==> config.mk <==
export PLATFORM = sky130hd
export DESIGN_NAME = aimg_top
export DESIGN_NICKNAME = d
export VERILOG_FILES = /design/src/inc/aimg_pkg.sv /design/src/hw/aimg_ramp.sv /design/src/hw/aimg_sync.sv /design/src/hw/aimg_top.sv
export SDC_FILE = /design/constraint.sdc
export NUM_CORES = 1
export LEC_CHECK = 0
export BUFFER_PORTS_ARGS = -buffer_cell sky130_fd_sc_hd__buf_2
export CORE_UTILIZATION = 40
export CTS_BUF_LIST = sky130_fd_sc_hd__clkbuf_8
export CTS_CLUSTER_SIZE = 24
export DETAILED_ROUTE_END_ITERATION = 16
export GPL_TIMING_DRIVEN = 1
export PLACE_DENSITY = 0.62
export SLEW_MARGIN = 20
export SYNTH_ARGS = -nofsm -noshare
export SYNTH_HDL_FRONTEND = slang
export SYNTH_HIERARCHICAL = 1
export SYNTH_SLANG_ARGS = --single-unit
==> constraint.sdc <==
create_clock -name MCLK -period 8.72 [get_ports MCLK]
set_input_delay 0.436 -clock MCLK [delete_from_list [all_inputs] [get_ports MCLK]]
set_output_delay 0.436 -clock MCLK [all_outputs]
set_load 0.02 [all_outputs]
==> src/inc/aimg_pkg.sv <==
// Shared constants, register map and state codes of the axis input motion guard.
package aimg_pkg;

  // ****************************************
  // Clock and widths
  // ****************************************
  localparam int unsigned CLK_PERIOD_NS = 40;
  // Clock rate in Hz, used as the modulus of the rate accumulators.
  localparam logic [25:0] CLK_HZ = 26'(1000000000 / CLK_PERIOD_NS);
  localparam int unsigned SPD_W = 24;
  localparam int unsigned ACC_W = 26;
  localparam int unsigned ADDR_W = 8;
  localparam logic [1:0] SETTLE_DONE = 2'h3;

  // ****************************************
  // Register byte offsets
  // ****************************************
  localparam logic [ADDR_W-1:0] ADDR_CTRL = 8'h00;
  localparam logic [ADDR_W-1:0] ADDR_CMD = 8'h04;
  localparam logic [ADDR_W-1:0] ADDR_UP_RATE = 8'h08;
  localparam logic [ADDR_W-1:0] ADDR_DOWN_RATE = 8'h0c;
  localparam logic [ADDR_W-1:0] ADDR_SLEW = 8'h10;
  localparam logic [ADDR_W-1:0] ADDR_STATUS = 8'h14;
  localparam logic [ADDR_W-1:0] ADDR_POSITION = 8'h18;
  localparam logic [ADDR_W-1:0] ADDR_INPUT_PORT = 8'h1c;

  // ****************************************
  // Field positions and values
  // ****************************************
  localparam int unsigned CTRL_LIM_POL_HIGH = 0;
  localparam int unsigned CTRL_HOME_INV = 1;
  localparam int unsigned CTRL_OFF_ON_ERR = 2;
  localparam int unsigned CTRL_MOTOR_OFF = 3;
  localparam int unsigned CMD_BEGIN = 8;
  localparam int unsigned CMD_STOP = 9;
  localparam int unsigned ST_HANDLER = 5;
  localparam int unsigned ST_ABORT = 6;
  localparam int unsigned ST_ERR_CLR = 7;
  localparam logic [2:0] MODE_JOG_FWD = 3'h0;
  localparam logic [2:0] MODE_JOG_REV = 3'h1;
  localparam logic [2:0] MODE_EDGE_SEEK = 3'h2;
  localparam logic [2:0] MODE_INDEX_SEEK = 3'h3;
  localparam logic [2:0] MODE_HOME_SEQ = 3'h4;
  // Error code 022 (decimal) for a begin toward an active limit.
  localparam logic [7:0] ERR_BEGIN_LIMIT = 8'h16;
  localparam logic [SPD_W-1:0] HOME_CREEP_SPEED = 24'h000100;
  localparam logic [SPD_W-1:0] RATE_RESET = 24'h000000;

  // ****************************************
  // Motion sequencer states
  // ****************************************
  typedef enum logic [8:0] {
    ST_IDLE = 9'h001,
    ST_RUN = 9'h002,
    ST_EDGE = 9'h004,
    ST_INDEX = 9'h008,
    ST_HM_SEEK = 9'h010,
    ST_HM_STOP1 = 9'h020,
    ST_HM_BACK = 9'h040,
    ST_HM_FWD = 9'h080,
    ST_STOPPING = 9'h100
  } aimg_state_t;

endpackage : aimg_pkg

==> src/hw/aimg_ramp.sv <==
// Trapezoidal speed ramp and position counter of one axis.
`timescale 1ns/1ns
module aimg_ramp
  import aimg_pkg::*;
(
  input wire logic clk,
  input wire logic rst_n,
  input wire logic [aimg_pkg::SPD_W-1:0] target,
  input wire logic dir,
  input wire logic jump,
  input wire logic hard_stop,
  input wire logic zero_pos,
  input wire logic [aimg_pkg::SPD_W-1:0] up_rate,
  input wire logic [aimg_pkg::SPD_W-1:0] down_rate,
  output logic [aimg_pkg::SPD_W-1:0] speed,
  output logic at_rest,
  output logic step,
  output logic step_dir,
  output logic [31:0] position
);

  typedef struct packed {
    logic [SPD_W-1:0] speed;
    logic [ACC_W-1:0] racc;
    logic [ACC_W-1:0] pacc;
    logic cur_dir;
    logic at_rest;
    logic step;
    logic [31:0] position;
  } aimg_ramp_t;

  aimg_ramp_t r;
  aimg_ramp_t next_r;
  logic [SPD_W-1:0] want;
  logic [ACC_W-1:0] rsum;
  logic [ACC_W-1:0] psum;

  // A reversal first ramps to zero, or drops to zero at once under jump, then flips the direction at rest.
  // One speed step per clock at most, so rates above the clock rate saturate.
  always_comb
  begin
    next_r = r;
    want = (dir != r.cur_dir && r.speed != '0) ? '0 : target;
    rsum = ACC_W'(r.racc + ((r.speed < want) ? ACC_W'(up_rate) : ACC_W'(down_rate)));
    psum = ACC_W'(r.pacc + ACC_W'(r.speed));
    next_r.step = 1'b0;
    if (r.speed == '0)
      next_r.cur_dir = dir;
    if (hard_stop)
    begin
      next_r.speed = '0; // RQ15
      next_r.racc = '0;
    end
    else if (jump)
      next_r.speed = want;
    else if (r.speed != want)
    begin
      if (rsum >= CLK_HZ)
      begin
        next_r.racc = rsum - CLK_HZ;
        next_r.speed = (r.speed < want) ? SPD_W'(r.speed + 1'b1) : SPD_W'(r.speed - 1'b1);
      end
      else
        next_r.racc = rsum;
    end
    else
      next_r.racc = '0;
    // Position advances one count each time the speed accumulator wraps.
    if (psum >= CLK_HZ)
    begin
      next_r.pacc = psum - CLK_HZ;
      next_r.step = 1'b1;
      next_r.position = r.cur_dir ? 32'(r.position - 32'h1) : 32'(r.position + 32'h1);
    end
    else
      next_r.pacc = psum;
    if (zero_pos)
    begin
      next_r.position = 32'h0; // RQ13
      next_r.pacc = '0;
    end
    next_r.at_rest = (next_r.speed == '0);
  end

  // Ramp state register.
  always_ff @(posedge clk or negedge rst_n)
  begin
    if (!rst_n)
    begin
      r <= '0;
      r.at_rest <= 1'b1;
    end
    else
      r <= next_r;
  end

  assign speed = r.speed;
  assign at_rest = r.at_rest;
  assign step = r.step;
  assign step_dir = r.cur_dir;
  assign position = r.position;

  hard_stop_zero_a: assert property (@(posedge clk) disable iff (!rst_n) hard_stop |=> r.speed == '0) // RQ15
    else $error("speed not zero after hard stop");

endmodule : aimg_ramp

==> src/hw/aimg_sync.sv <==
// Two-stage synchroniser for the switch, index and general inputs.
`timescale 1ns/1ns
module aimg_sync #(
  parameter int W = 8
) (
  input wire logic clk,
  input wire logic rst_n,
  input wire logic [W-1:0] d,
  output logic [W-1:0] q
);

  typedef struct packed {
    logic [W-1:0] s1;
    logic [W-1:0] s2;
  } aimg_sync_t;

  aimg_sync_t r;
  aimg_sync_t next_r;

  // The first stage feeds only the second stage.
  always_comb
  begin
    next_r.s1 = d;
    next_r.s2 = r.s1;
  end

  // Both stages clear under reset.
  always_ff @(posedge clk or negedge rst_n)
  begin
    if (!rst_n)
      r <= '0;
    else
      r <= next_r;
  end

  assign q = r.s2;

endmodule : aimg_sync

==> src/hw/aimg_top.sv <==
// Axis input guard: limits, homing sequences, abort and input read-back behind APB.
//
// What this block does
// RQ1: An active forward limit blocks forward motion at once.
// RQ2: An active reverse limit blocks reverse motion at once.
// RQ3: A limit hit during motion gives a ramped stop at the deceleration rate.
// RQ4: After a limit stop the drive stays enabled and holds position.
// RQ5: Either limit activating raises the limit handler request.
// RQ6: Begin toward an active limit is refused with error code 022.
// RQ7: Limit status reads 0 when active, 1 when inactive.
// RQ8: Active-low config: open input reads 0, grounded 1; active-high inverts.
// RQ9: Every home input transition is seen; polarity setting maps voltage to logic.
// RQ10: Edge seek slews until home changes, then decelerates; direction from home state.
// RQ11: Index seek slews until index rises, then decelerates; home ignored.
// RQ12: Combined homing reverses after first stop and creeps at 256 counts/s.
// RQ13: On second home change creep forward to index, stop, zero position.
// RQ14: Home state reads 0 when logically low, 1 when high.
// RQ15: Abort transition stops motion commands at once without ramp.
// RQ16: Abort turns the motor off if off-on-error is set, else servo stop.
// RQ17: Abort transition terminates every running program.
// RQ18: Software should set a high deceleration before edge seek.
// RQ19: General inputs are readable as a port and per bit.
// RQ20: Amplifier enable is high while enabled, low when motor off.
// RQ21: Limit, home, abort and index inputs are synchronised before use.
//
// The APB register port and the address map were decided locally.
`timescale 1ns/1ns
module aimg_top #(
  parameter int GP_W = 3
) (
  input wire logic MCLK,
  input wire logic RESETN,
  input wire logic PSEL,
  input wire logic PENABLE,
  input wire logic PWRITE,
  input wire logic [aimg_pkg::ADDR_W-1:0] PADDR,
  input wire logic [31:0] PWDATA,
  output logic [31:0] PRDATA,
  output logic PREADY,
  output logic PSLVERR,
  input wire logic FWD_LIMIT_IN,
  input wire logic REV_LIMIT_IN,
  input wire logic HOME_IN,
  input wire logic ABORT_IN,
  input wire logic INDEX_IN,
  input wire logic [GP_W-1:0] GP_IN,
  output logic AMP_ENABLE_OUT,
  output logic LIMIT_HANDLER_REQ,
  output logic PROGRAM_ABORT,
  output logic STEP_OUT,
  output logic DIR_OUT
);
  import aimg_pkg::*;

  // ****************************************
  // State record
  // ****************************************
  typedef struct packed {
    logic [31:0] prdata;
    logic pready;
    logic pslverr;
    logic lim_pol_high;
    logic home_inv;
    logic off_on_err;
    logic motor_off;
    logic [SPD_W-1:0] up_rate;
    logic [SPD_W-1:0] down_rate;
    logic [SPD_W-1:0] slew;
    logic [SPD_W-1:0] target;
    logic cmd_dir;
    logic jump;
    logic hard_stop;
    logic zero_pos;
    logic hm_zero_armed;
    aimg_state_t state;
    logic [7:0] err;
    logic handler_pend;
    logic abort_seen;
    logic prog_abort;
    logic [1:0] settle;
    logic home_prev;
    logic index_prev;
    logic abort_prev;
    logic fwd_prev;
    logic rev_prev;
    logic amp_en;
  } aimg_top_t;

  aimg_top_t r;
  aimg_top_t next_r;
  logic [GP_W+4:0] sy;
  logic [SPD_W-1:0] speed;
  logic at_rest;
  logic step;
  logic step_dir;
  logic [31:0] position;
  logic fwd_state;
  logic rev_state;
  logic fwd_act;
  logic rev_act;
  logic home_state;
  logic armed;
  logic abort_edge;
  logic index_rise;
  logic home_chg;
  logic first;
  logic wr;
  logic do_begin;
  logic bdir;
  logic [31:0] rdata;

  // True when the offset names a register of this block.
  function automatic logic addr_known(input logic [ADDR_W-1:0] a);
    addr_known = (a == ADDR_CTRL) || (a == ADDR_CMD) || (a == ADDR_UP_RATE) || (a == ADDR_DOWN_RATE) ||
                 (a == ADDR_SLEW) || (a == ADDR_STATUS) || (a == ADDR_POSITION) || (a == ADDR_INPUT_PORT);
  endfunction : addr_known

  // ****************************************
  // Input conditioning
  // ****************************************
  // All switch and general input pins pass the synchroniser before any logic looks at them.
  aimg_sync #(
    .W(GP_W + 5)
  ) u_sync (
    .clk(MCLK),
    .rst_n(RESETN),
    .d({GP_IN, INDEX_IN, ABORT_IN, HOME_IN, REV_LIMIT_IN, FWD_LIMIT_IN}), // RQ21
    .q(sy)
  );

  // Limit state is 0 when active; open inputs read 0 in active-low mode.
  assign fwd_state = r.lim_pol_high ? sy[0] : ~sy[0]; // RQ8
  assign rev_state = r.lim_pol_high ? sy[1] : ~sy[1]; // RQ8
  assign fwd_act = ~fwd_state; // RQ7
  assign rev_act = ~rev_state; // RQ7
  assign home_state = sy[2] ^ r.home_inv; // RQ14
  // Edges wait until the synchroniser has filled, so reset gives no false abort.
  assign armed = (r.settle == SETTLE_DONE);
  assign abort_edge = armed & (sy[3] ^ r.abort_prev);
  assign index_rise = armed & sy[4] & ~r.index_prev;
  assign home_chg = armed & (home_state ^ r.home_prev); // RQ9

  // ****************************************
  // APB decode and read data
  // ****************************************
  // One wait state: PREADY rises in the second access cycle.
  assign first = PSEL & PENABLE & ~r.pready;
  assign wr = PSEL & PENABLE & r.pready & PWRITE;
  assign do_begin = wr && (PADDR == ADDR_CMD) && PWDATA[CMD_BEGIN];

  // Read mux of all registers; the command register ADDR_CMD reads 0.
  always_comb
  begin
    rdata = 32'h0;
    unique case (PADDR)
      ADDR_CTRL: rdata = {28'h0, r.motor_off, r.off_on_err, r.home_inv, r.lim_pol_high};
      ADDR_UP_RATE: rdata = {8'h0, r.up_rate};
      ADDR_DOWN_RATE: rdata = {8'h0, r.down_rate};
      ADDR_SLEW: rdata = {8'h0, r.slew};
      ADDR_STATUS: rdata = {16'h0, r.err, 1'b0, r.abort_seen, r.handler_pend, r.amp_en,
                            ~at_rest | (r.state != ST_IDLE), home_state, rev_state, fwd_state}; // RQ7 RQ14
      ADDR_POSITION: rdata = position;
      ADDR_INPUT_PORT: rdata = {{(32 - GP_W){1'b0}}, sy[GP_W+4:5]}; // RQ19
      default: rdata = 32'h0;
    endcase
  end

  // ****************************************
  // Next state
  // ****************************************
  always_comb
  begin
    next_r = r;
    bdir = 1'b0;
    next_r.pready = first;
    next_r.pslverr = first & ~addr_known(PADDR);
    next_r.prdata = (first & ~PWRITE) ? rdata : 32'h0;
    next_r.prog_abort = 1'b0;
    next_r.zero_pos = 1'b0;
    next_r.hard_stop = r.motor_off;
    next_r.settle = armed ? r.settle : 2'(r.settle + 2'h1);
    next_r.home_prev = home_state;
    next_r.index_prev = sy[4];
    next_r.abort_prev = sy[3];
    next_r.fwd_prev = fwd_act;
    next_r.rev_prev = rev_act;
    // Register writes take effect at the edge that completes the access.
    if (wr)
    begin
      unique case (PADDR)
        ADDR_CTRL:
        begin
          next_r.lim_pol_high = PWDATA[CTRL_LIM_POL_HIGH];
          next_r.home_inv = PWDATA[CTRL_HOME_INV];
          next_r.off_on_err = PWDATA[CTRL_OFF_ON_ERR];
          next_r.motor_off = PWDATA[CTRL_MOTOR_OFF];
        end
        ADDR_UP_RATE: next_r.up_rate = PWDATA[SPD_W-1:0];
        ADDR_DOWN_RATE: next_r.down_rate = PWDATA[SPD_W-1:0];
        ADDR_SLEW: next_r.slew = PWDATA[SPD_W-1:0];
        ADDR_STATUS:
        begin
          if (PWDATA[ST_HANDLER])
            next_r.handler_pend = 1'b0;
          if (PWDATA[ST_ABORT])
            next_r.abort_seen = 1'b0;
          if (PWDATA[ST_ERR_CLR])
            next_r.err = 8'h0;
        end
        default:
        begin
        end
      endcase
    end
    // A new limit activation wins over a clear in the same cycle.
    if ((fwd_act & ~r.fwd_prev) | (rev_act & ~r.rev_prev))
      next_r.handler_pend = armed | r.handler_pend; // RQ5
    // Motion sequencer.
    unique case (r.state)
      ST_IDLE:
      begin
        next_r.target = '0;
        next_r.jump = 1'b0;
        if (do_begin && !r.motor_off)
        begin
          // Seek direction follows the home state: high seeks in reverse.
          bdir = (PWDATA[2:0] == MODE_JOG_REV) ||
                 (((PWDATA[2:0] == MODE_EDGE_SEEK) || (PWDATA[2:0] == MODE_HOME_SEQ)) && home_state); // RQ10
          if ((!bdir && fwd_act) || (bdir && rev_act))
            next_r.err = ERR_BEGIN_LIMIT; // RQ6
          else
          begin
            next_r.cmd_dir = bdir;
            next_r.target = r.slew;
            unique case (PWDATA[2:0])
              MODE_JOG_FWD, MODE_JOG_REV: next_r.state = ST_RUN;
              MODE_EDGE_SEEK: next_r.state = ST_EDGE;
              MODE_INDEX_SEEK: next_r.state = ST_INDEX; // RQ11
              MODE_HOME_SEQ: next_r.state = ST_HM_SEEK;
              default: next_r.target = '0;
            endcase
          end
        end
      end
      ST_RUN: next_r.target = r.slew;
      ST_EDGE, ST_HM_SEEK, ST_INDEX:
      begin
        next_r.target = r.slew;
        // Index seek watches only the index; the other two watch the home state.
        if ((r.state == ST_INDEX) ? index_rise : home_chg)
        begin
          next_r.target = '0; // RQ10 RQ11
          next_r.state = (r.state == ST_HM_SEEK) ? ST_HM_STOP1 : ST_STOPPING;
        end
      end
      ST_HM_STOP1:
      begin
        if (at_rest)
        begin
          // Back toward the transition at creep speed, with no ramp.
          next_r.cmd_dir = ~r.cmd_dir; // RQ12
          next_r.target = HOME_CREEP_SPEED; // RQ12
          next_r.jump = 1'b1;
          next_r.state = ST_HM_BACK;
        end
      end
      ST_HM_BACK:
      begin
        if (home_chg)
        begin
          next_r.cmd_dir = 1'b0; // RQ13
          next_r.state = ST_HM_FWD;
        end
      end
      ST_HM_FWD:
      begin
        if (index_rise)
        begin
          next_r.jump = 1'b0;
          next_r.target = '0; // RQ13
          next_r.state = ST_STOPPING;
        end
      end
      ST_STOPPING:
      begin
        next_r.target = '0;
        next_r.jump = 1'b0;
        if (at_rest)
        begin
          next_r.state = ST_IDLE;
        end
      end
    endcase
    // Zero the position once the index stop of the combined sequence is at rest.
    if (r.state == ST_HM_FWD && index_rise)
      next_r.hm_zero_armed = 1'b1;
    else if (r.state == ST_IDLE)
      next_r.hm_zero_armed = 1'b0;
    next_r.zero_pos = r.hm_zero_armed && r.state == ST_STOPPING && at_rest; // RQ13
    // A limit ahead during motion ends it with the programmed ramp; the servo stays on.
    if (r.state != ST_IDLE && r.state != ST_STOPPING &&
        ((!next_r.cmd_dir && fwd_act) || (next_r.cmd_dir && rev_act)))
    begin
      next_r.state = ST_STOPPING; // RQ3
      next_r.jump = 1'b0;
    end
    if (r.state != ST_IDLE && wr && (PADDR == ADDR_CMD) && PWDATA[CMD_STOP])
      next_r.state = ST_STOPPING;
    // Forward or reverse demand toward an active limit is cut the same cycle.
    if ((!next_r.cmd_dir && fwd_act) || (next_r.cmd_dir && rev_act))
      next_r.target = '0; // RQ1 RQ2
    // Abort: no ramp, end programs, and drop the drive only with off-on-error.
    if (abort_edge)
    begin
      next_r.state = ST_IDLE; // RQ15
      next_r.target = '0;
      next_r.jump = 1'b0;
      next_r.hard_stop = 1'b1; // RQ15
      next_r.prog_abort = 1'b1; // RQ17
      next_r.abort_seen = 1'b1;
      if (r.off_on_err)
        next_r.motor_off = 1'b1; // RQ16
    end
    if (r.motor_off)
      next_r.state = ST_IDLE;
    // Limits never touch the drive enable; only motor-off does.
    next_r.amp_en = ~r.motor_off; // RQ4 RQ20
  end

  // State register; the drive is enabled after reset.
  always_ff @(posedge MCLK or negedge RESETN)
  begin
    if (!RESETN)
    begin
      r <= '0;
      r.state <= ST_IDLE;
      r.up_rate <= RATE_RESET;
      r.down_rate <= RATE_RESET;
      r.slew <= RATE_RESET;
      r.amp_en <= 1'b1;
    end
    else
      r <= next_r;
  end

  // ****************************************
  // Profile generator
  // ****************************************
  aimg_ramp u_ramp (
    .clk(MCLK),
    .rst_n(RESETN),
    .target(r.target),
    .dir(r.cmd_dir),
    .jump(r.jump),
    .hard_stop(r.hard_stop),
    .zero_pos(r.zero_pos),
    .up_rate(r.up_rate),
    .down_rate(r.down_rate),
    .speed(speed),
    .at_rest(at_rest),
    .step(step),
    .step_dir(step_dir),
    .position(position)
  );

  assign PRDATA = r.prdata;
  assign PREADY = r.pready;
  assign PSLVERR = r.pslverr;
  assign AMP_ENABLE_OUT = r.amp_en;
  assign LIMIT_HANDLER_REQ = r.handler_pend;
  assign PROGRAM_ABORT = r.prog_abort;
  assign STEP_OUT = step;
  assign DIR_OUT = step_dir;

  // ****************************************
  // Assertions
  // ****************************************
  fwd_block_a: assert property (@(posedge MCLK) disable iff (!RESETN) // RQ1
    (fwd_act && !r.cmd_dir && !abort_edge) |=> (r.target == '0 || r.cmd_dir))
    else $error("forward demand kept at active forward limit");
  rev_block_a: assert property (@(posedge MCLK) disable iff (!RESETN) // RQ2
    (rev_act && r.cmd_dir) |=> (r.target == '0 || !r.cmd_dir))
    else $error("reverse demand kept at active reverse limit");
  begin_refuse_a: assert property (@(posedge MCLK) disable iff (!RESETN) // RQ6
    (do_begin && r.state == ST_IDLE && !r.motor_off && !abort_edge && fwd_act && PWDATA[2:0] == MODE_JOG_FWD)
    |=> (r.err == ERR_BEGIN_LIMIT && r.state == ST_IDLE))
    else $error("begin toward limit not refused");
  limit_read_a: assert property (@(posedge MCLK) disable iff (!RESETN) // RQ7
    (first && !PWRITE && PADDR == ADDR_STATUS) |=> (PRDATA[0] == !$past(fwd_act) && PREADY))
    else $error("forward limit status reads wrong level");
  handler_set_a: assert property (@(posedge MCLK) disable iff (!RESETN) // RQ5
    (armed && fwd_act && !r.fwd_prev) |=> LIMIT_HANDLER_REQ)
    else $error("limit handler request not raised");
  abort_stop_a: assert property (@(posedge MCLK) disable iff (!RESETN) // RQ15
    abort_edge |=> (r.hard_stop && r.state == ST_IDLE) ##1 (speed == '0))
    else $error("abort did not stop without ramp");
  abort_off_a: assert property (@(posedge MCLK) disable iff (!RESETN) // RQ16
    (abort_edge && r.off_on_err) |-> ##2 !AMP_ENABLE_OUT)
    else $error("abort with off-on-error left drive on");
  abort_prog_a: assert property (@(posedge MCLK) disable iff (!RESETN) // RQ17
    abort_edge |=> PROGRAM_ABORT ##1 (!PROGRAM_ABORT || $past(abort_edge)))
    else $error("program abort pulse missing");
  creep_speed_a: assert property (@(posedge MCLK) disable iff (!RESETN) // RQ12
    (r.state == ST_HM_BACK && !rev_act && !fwd_act) |-> (r.target == HOME_CREEP_SPEED && r.jump))
    else $error("home approach not at creep speed");
  limit_servo_a: assert property (@(posedge MCLK) disable iff (!RESETN) // RQ4
    (fwd_act && !r.motor_off && !abort_edge) |=> AMP_ENABLE_OUT)
    else $error("limit dropped the drive");

endmodule : aimg_top

# Word-level counts from Yosys, hierarchy flattened
# Cells that the tools add are included.
[totals] ff_bits=294 word_cells=245 output_inout_bits=39 inputBits=53
[op_classes] n_addsub=9 n_mux=67 n_reduce_logical=60 eq_ne=38 bitwise=31 n_lt_le_gt_ge=3
[op_table] op="24-bit two-way mux" n=14
[op_table] op="32-bit case mux with 7 select lines" n=1
[op_table] op="26-bit two-way mux" n=6
[op_table] op="24-bit case mux with 6 select lines" n=1
[op_table] op="9-bit two-way mux" n=11
[op_table] op="32-bit two-way mux" n=3
[op_table] op="73-bit two-way mux" n=1
[op_table] op="9-bit case mux with 6 select lines" n=1
[op_table] op="26-bit by 25-bit >= comparator with 1-bit output, second input constant" n=2
[op_table] op="26-bit by 25-bit subtractor with 26-bit output, second input constant" n=2
[op_table] op="25-bit two-way mux" n=2
[op_table] op="50-bit two-way mux" n=1
[op_table] op="24-bit logical NOT" n=2
[op_table] op="9-bit case mux with 4 select lines" n=1
[op_table] op="33-bit two-way mux" n=1
[op_table] op="32-bit by 1-bit adder with 32-bit output, second input constant" n=1
[op_table] op="8-bit by 5-bit equality test with 1-bit output, second input constant" n=4
[op_table] op="32-bit by 1-bit subtractor with 32-bit output, second input constant" n=1
[op_table] op="26-bit by 24-bit adder with 26-bit output" n=1
[op_table] op="26-bit adder" n=1
[op_table] op="24-bit by 1-bit adder with 24-bit output, second input constant" n=1
[op_table] op="24-bit less-than comparator" n=1
[op_table] op="8-bit two-way mux" n=3
[op_table] op="24-bit inequality test" n=1
[op_table] op="other kinds (52)" n=145

# Logic depth before layout (Yosys ltp)
[logic_depth] ltp_word=18 mapped_depth=39 depth_no_buf=35

# By module
# Netlist, hierarchy kept.
[by_module_without_submodules] module="aimg_ramp" area_each_um2=11842.6 instances=1 seq_area_each_um2=2778.9 cells_per_inst=1464
[by_module_without_submodules] module="aimg_top" area_each_um2=7953.9 instances=1 seq_area_each_um2=4181.5 cells_per_inst=706
[by_module_without_submodules] module="aimg_sync" area_each_um2=400.4 instances=1 seq_area_each_um2=400.4 cells_per_inst=16

# Least setup slack after synthesis
# No wires, ideal clock.
[synth_path] kind="register to register" start="reg u_ramp.r, in the netlist u_ramp/step_dir" end="reg, netlist name u_ramp/at_rest" t_required_ns=8.645 t_arrival_ns=8.062 path_buffers=4 synth_period_minus_slack_ns=8.138 slack_ns=0.582 setup_time_ns=0.075 stages_incl_launch_ff=36 path_cell_list="dfrtp_1 xor2_1 o21ai_1 clkbuf_1 clkbuf_1 nand2_1 ha_1 nor2b_1 o21a_1 o21a_1 o21a_1 o21ai_0 a21oi_1 nor2_1 nand3_1 clkbuf_1 nand2_1 nand2_1 ha_1 fa_1 a211oi_2 o21ai_0 xor2_1 ha_1 nand3_1 or4_1 a41oi_1 a221oi_2 o211a_4 nor2_8 buf_8 o221ai_2 or4_1 nor4_2 nand4b_1 nor3_2"
[synth_lines] element="start: declaration" line="aimg_ramp.sv:32" source="aimg_ramp_t r;"
[synth_lines] element="start signal: assignment" line="aimg_ramp.sv:94" source="r <= next_r;"

==> summary.md <==
| Metric | Value |
|---|---|
| Status | finished, final reports clean |
| Drt pass-1 iters | 5 |
| Antenna viol nets, final | 0 |
| Detail-routed via count per cell | ~5.7 |
| Initial drt markers | 1127 |
| Most frequent cells in the layout | dfrtp_1, nand2_1, nor2_1 |
| Initial Util | ~40% |
| Clock Sinks | about 290 |
| GPL Wtd Cong | between 0.9 and 1 |
| Reg2reg setup slack | just under 0.6 ns |
| CP max FO | 15 |
| Max-slew headroom | between 20% and 30% |
| Via Count | ~16k |
| CTS tree | done |
| # Max-Cap Violations | 0 |
| TNS Setup | 0 ns |
| Row count | slightly above 80 |
| PwrDens | 129 nW/um^2 |
| Max IR drop VDD | about 0.12 mV |
| Residual DRC count | 0 |
| Gr ovfl total | 0 |
| Final Hold Viols | 0 |
| I/O pin total | between 90 and 100 |
| Die W | around 230 um |
| Clock Skews | about 0.021 ns |
| Core area | 49200 um^2 |
| Hold_sp | PWDATA[23] |
| Cells after synthesis | 2162 |
| Largest net degree at the start of global routing | 83 |
| Slew @ Worst Pin | approximately 1.1 ns |
| Slowest cell delay on critical path | about 0.55 ns |
| Leakage | between 0.01 and 0.015 uW |
| Port buffer count | slightly above 80 |
| CTS root buffer | clkbuf_8 |
| FMAX | approximately 0.12 GHz |
| Min Tclk post-route | just over 8 ns |
| Mapped Avg Cell Area | ~9.3 um^2 |
| WP data required | between 9 and 10 ns |
| Hpwl dp | 41600 um |
| Syn_nets | around 2.3k |
| Crit path max-delay cell type | or4_1 |
| Worst Path Class, Setup | flip-flop to flip-flop |
| All-Layer GR Usage | a little under a quarter |
| R2R depth | 36 |
| FF-to-FF Start | u_ramp/speed[0] |
| Terminus of the critical flop-to-flop path | u_ramp/at_rest |
| Clk buf depth | 3 |
| Area Growth Syn to Fin | 8.99% |
| Unrepaired setup endpoints after global routing | no |
| Final period utilization | just over 90% |
| Share of layout cells above drive strength 1 | roughly 15% |
| Startpoint Class | flip-flop |
| CTS Buf Count | between 50 and 60 |
| # diodes | 0 |
| Final std cells w/o fill | ~2.9k |
| Worst Hold Depth | 2 |
| Placed Cells | roughly 2.8k |
| Worst min path class | input pin to flip-flop |
| Vias in the first global route | between 15k and 20k |
| Synth Cell Area | roughly 20000 um^2 |
| Syn. warnings | 6 |
| Fillers | 4716 |
| Die height | about 230 um |
| Clock slew at the register clock pins of the worst setup and hold paths | ~0.070 ns |
| H-tree Lvls | 2 |
| Post-CTS setup buffer count | 0 |
| Die area | approximately 50000 um^2 |
| Total wire length | around 57000 um |
| Most common cell after layout, fill and taps aside | dfrtp_1 |
| First-pass GRT wire length | about 91000 um |
| Hold path endpoint | r[80] |
| Crit. End Element | flip-flop |
| Avg WL per Cell | 19.7 um |
| Endpoints failing setup | 0 |
| Slew Viols, Final | 0 |
| Worst EP arrival | 8.69 ns |
| Antenna violations before repair | 0 |
| Nets | about 2.4k |
| Worst-Skew Late Latency | 0.64 ns |
-- timing repair --
action | in CTS | in global routing
endpoints found under the hold margin | 86 | 0
setup endpoints to repair | 0 | 1
gates resized for setup | 0 | 2
hold buffers | 9 | 0
-- metal layers --
metal	vias up	GRT usage [%]	part of all wire, %
met3	100	3.66	5.3
met1	8072	30.2	45
met5	-	0	0
met4	0	8.27	3.4
li1	7812	-	-
met2	485	36.8	47
-- final cells by class --
type                    instances  area (um^2)  share of cell area, %
multi-input cells            1662        11600                   53.3
clock buffers                  65          895                   4.10
inverters                      51          191                  0.877
well taps                     664          831                   3.81
flip-flops and latches        294         7360                   33.7
clock inverters                30          191                  0.877
repair buffers                117          713                   3.27
-- critical path, delay by kind of cell, from the launching register on --
family | cells | cell delay (ns)
compound gates | 9 | 1.76
fa+ha+maj | 3 | 0.83
simple gates | 19 | 4.22
xor+xnor | 1 | 0.17
buf+inv | 4 | 0.57
flops | 1 | 0.47
-- where the power goes --
part	leakage (uW)	internal, uW	total (uW)	switching [uW]
clock	0.000629	733	1350	618
combinational	0.00575	25.6	94.8	69.2
sequential	0.00399	1370	1380	3.56
total	0.0104	2130	2820	691
-- stage by stage --
stage / worst slack, ns / total power (uW) / utilization [%] / instance area, um^2 / hold WS, ns
3_3_place_gp: 0.666 / 1490 / 41.9 / 20600 / 0.333
4_1_cts: 0.565 / 2860 / 44.3 / 21800 / 0.0260
2_1_floorplan: 0.582 / 1430 / - / 20000 / 0.140
5_1_grt: 0.0166 / 2930 / 44.4 / 21800 / 0.0539
3_5_place_dp: 0.622 / 1490 / 41.9 / 20600 / 0.336
6_report: 0.578 / 2820 / 44.4 / 21800 / 0.0719
-- sequential cells by signal (all words and copies together) (netlist names), 8 cells and up --
signal / count
u_ramp/r: 52
u_ramp/position: 32
u_sync/q: 8
PRDATA: 32
u_sync/next_r: 8
r: 130
u_ramp/speed: 24
-- how the worst max path moves through the flow --
stage,slack (ns),from,cells past startpoint,to
after floorplan,0.58,u_ramp/step_dir,35,u_ramp/at_rest
after global placement,0.67,u_ramp/speed[13],33,u_ramp/at_rest
after detailed placement,0.62,u_ramp/speed[0],34,u_ramp/at_rest
after CTS,0.56,u_ramp/speed[0],34,u_ramp/at_rest
after global routing,0.02,u_ramp/speed[0],34,u_ramp/at_rest
final,0.58,u_ramp/speed[0],36,u_ramp/at_rest
(Power assumes the default switching activity.)
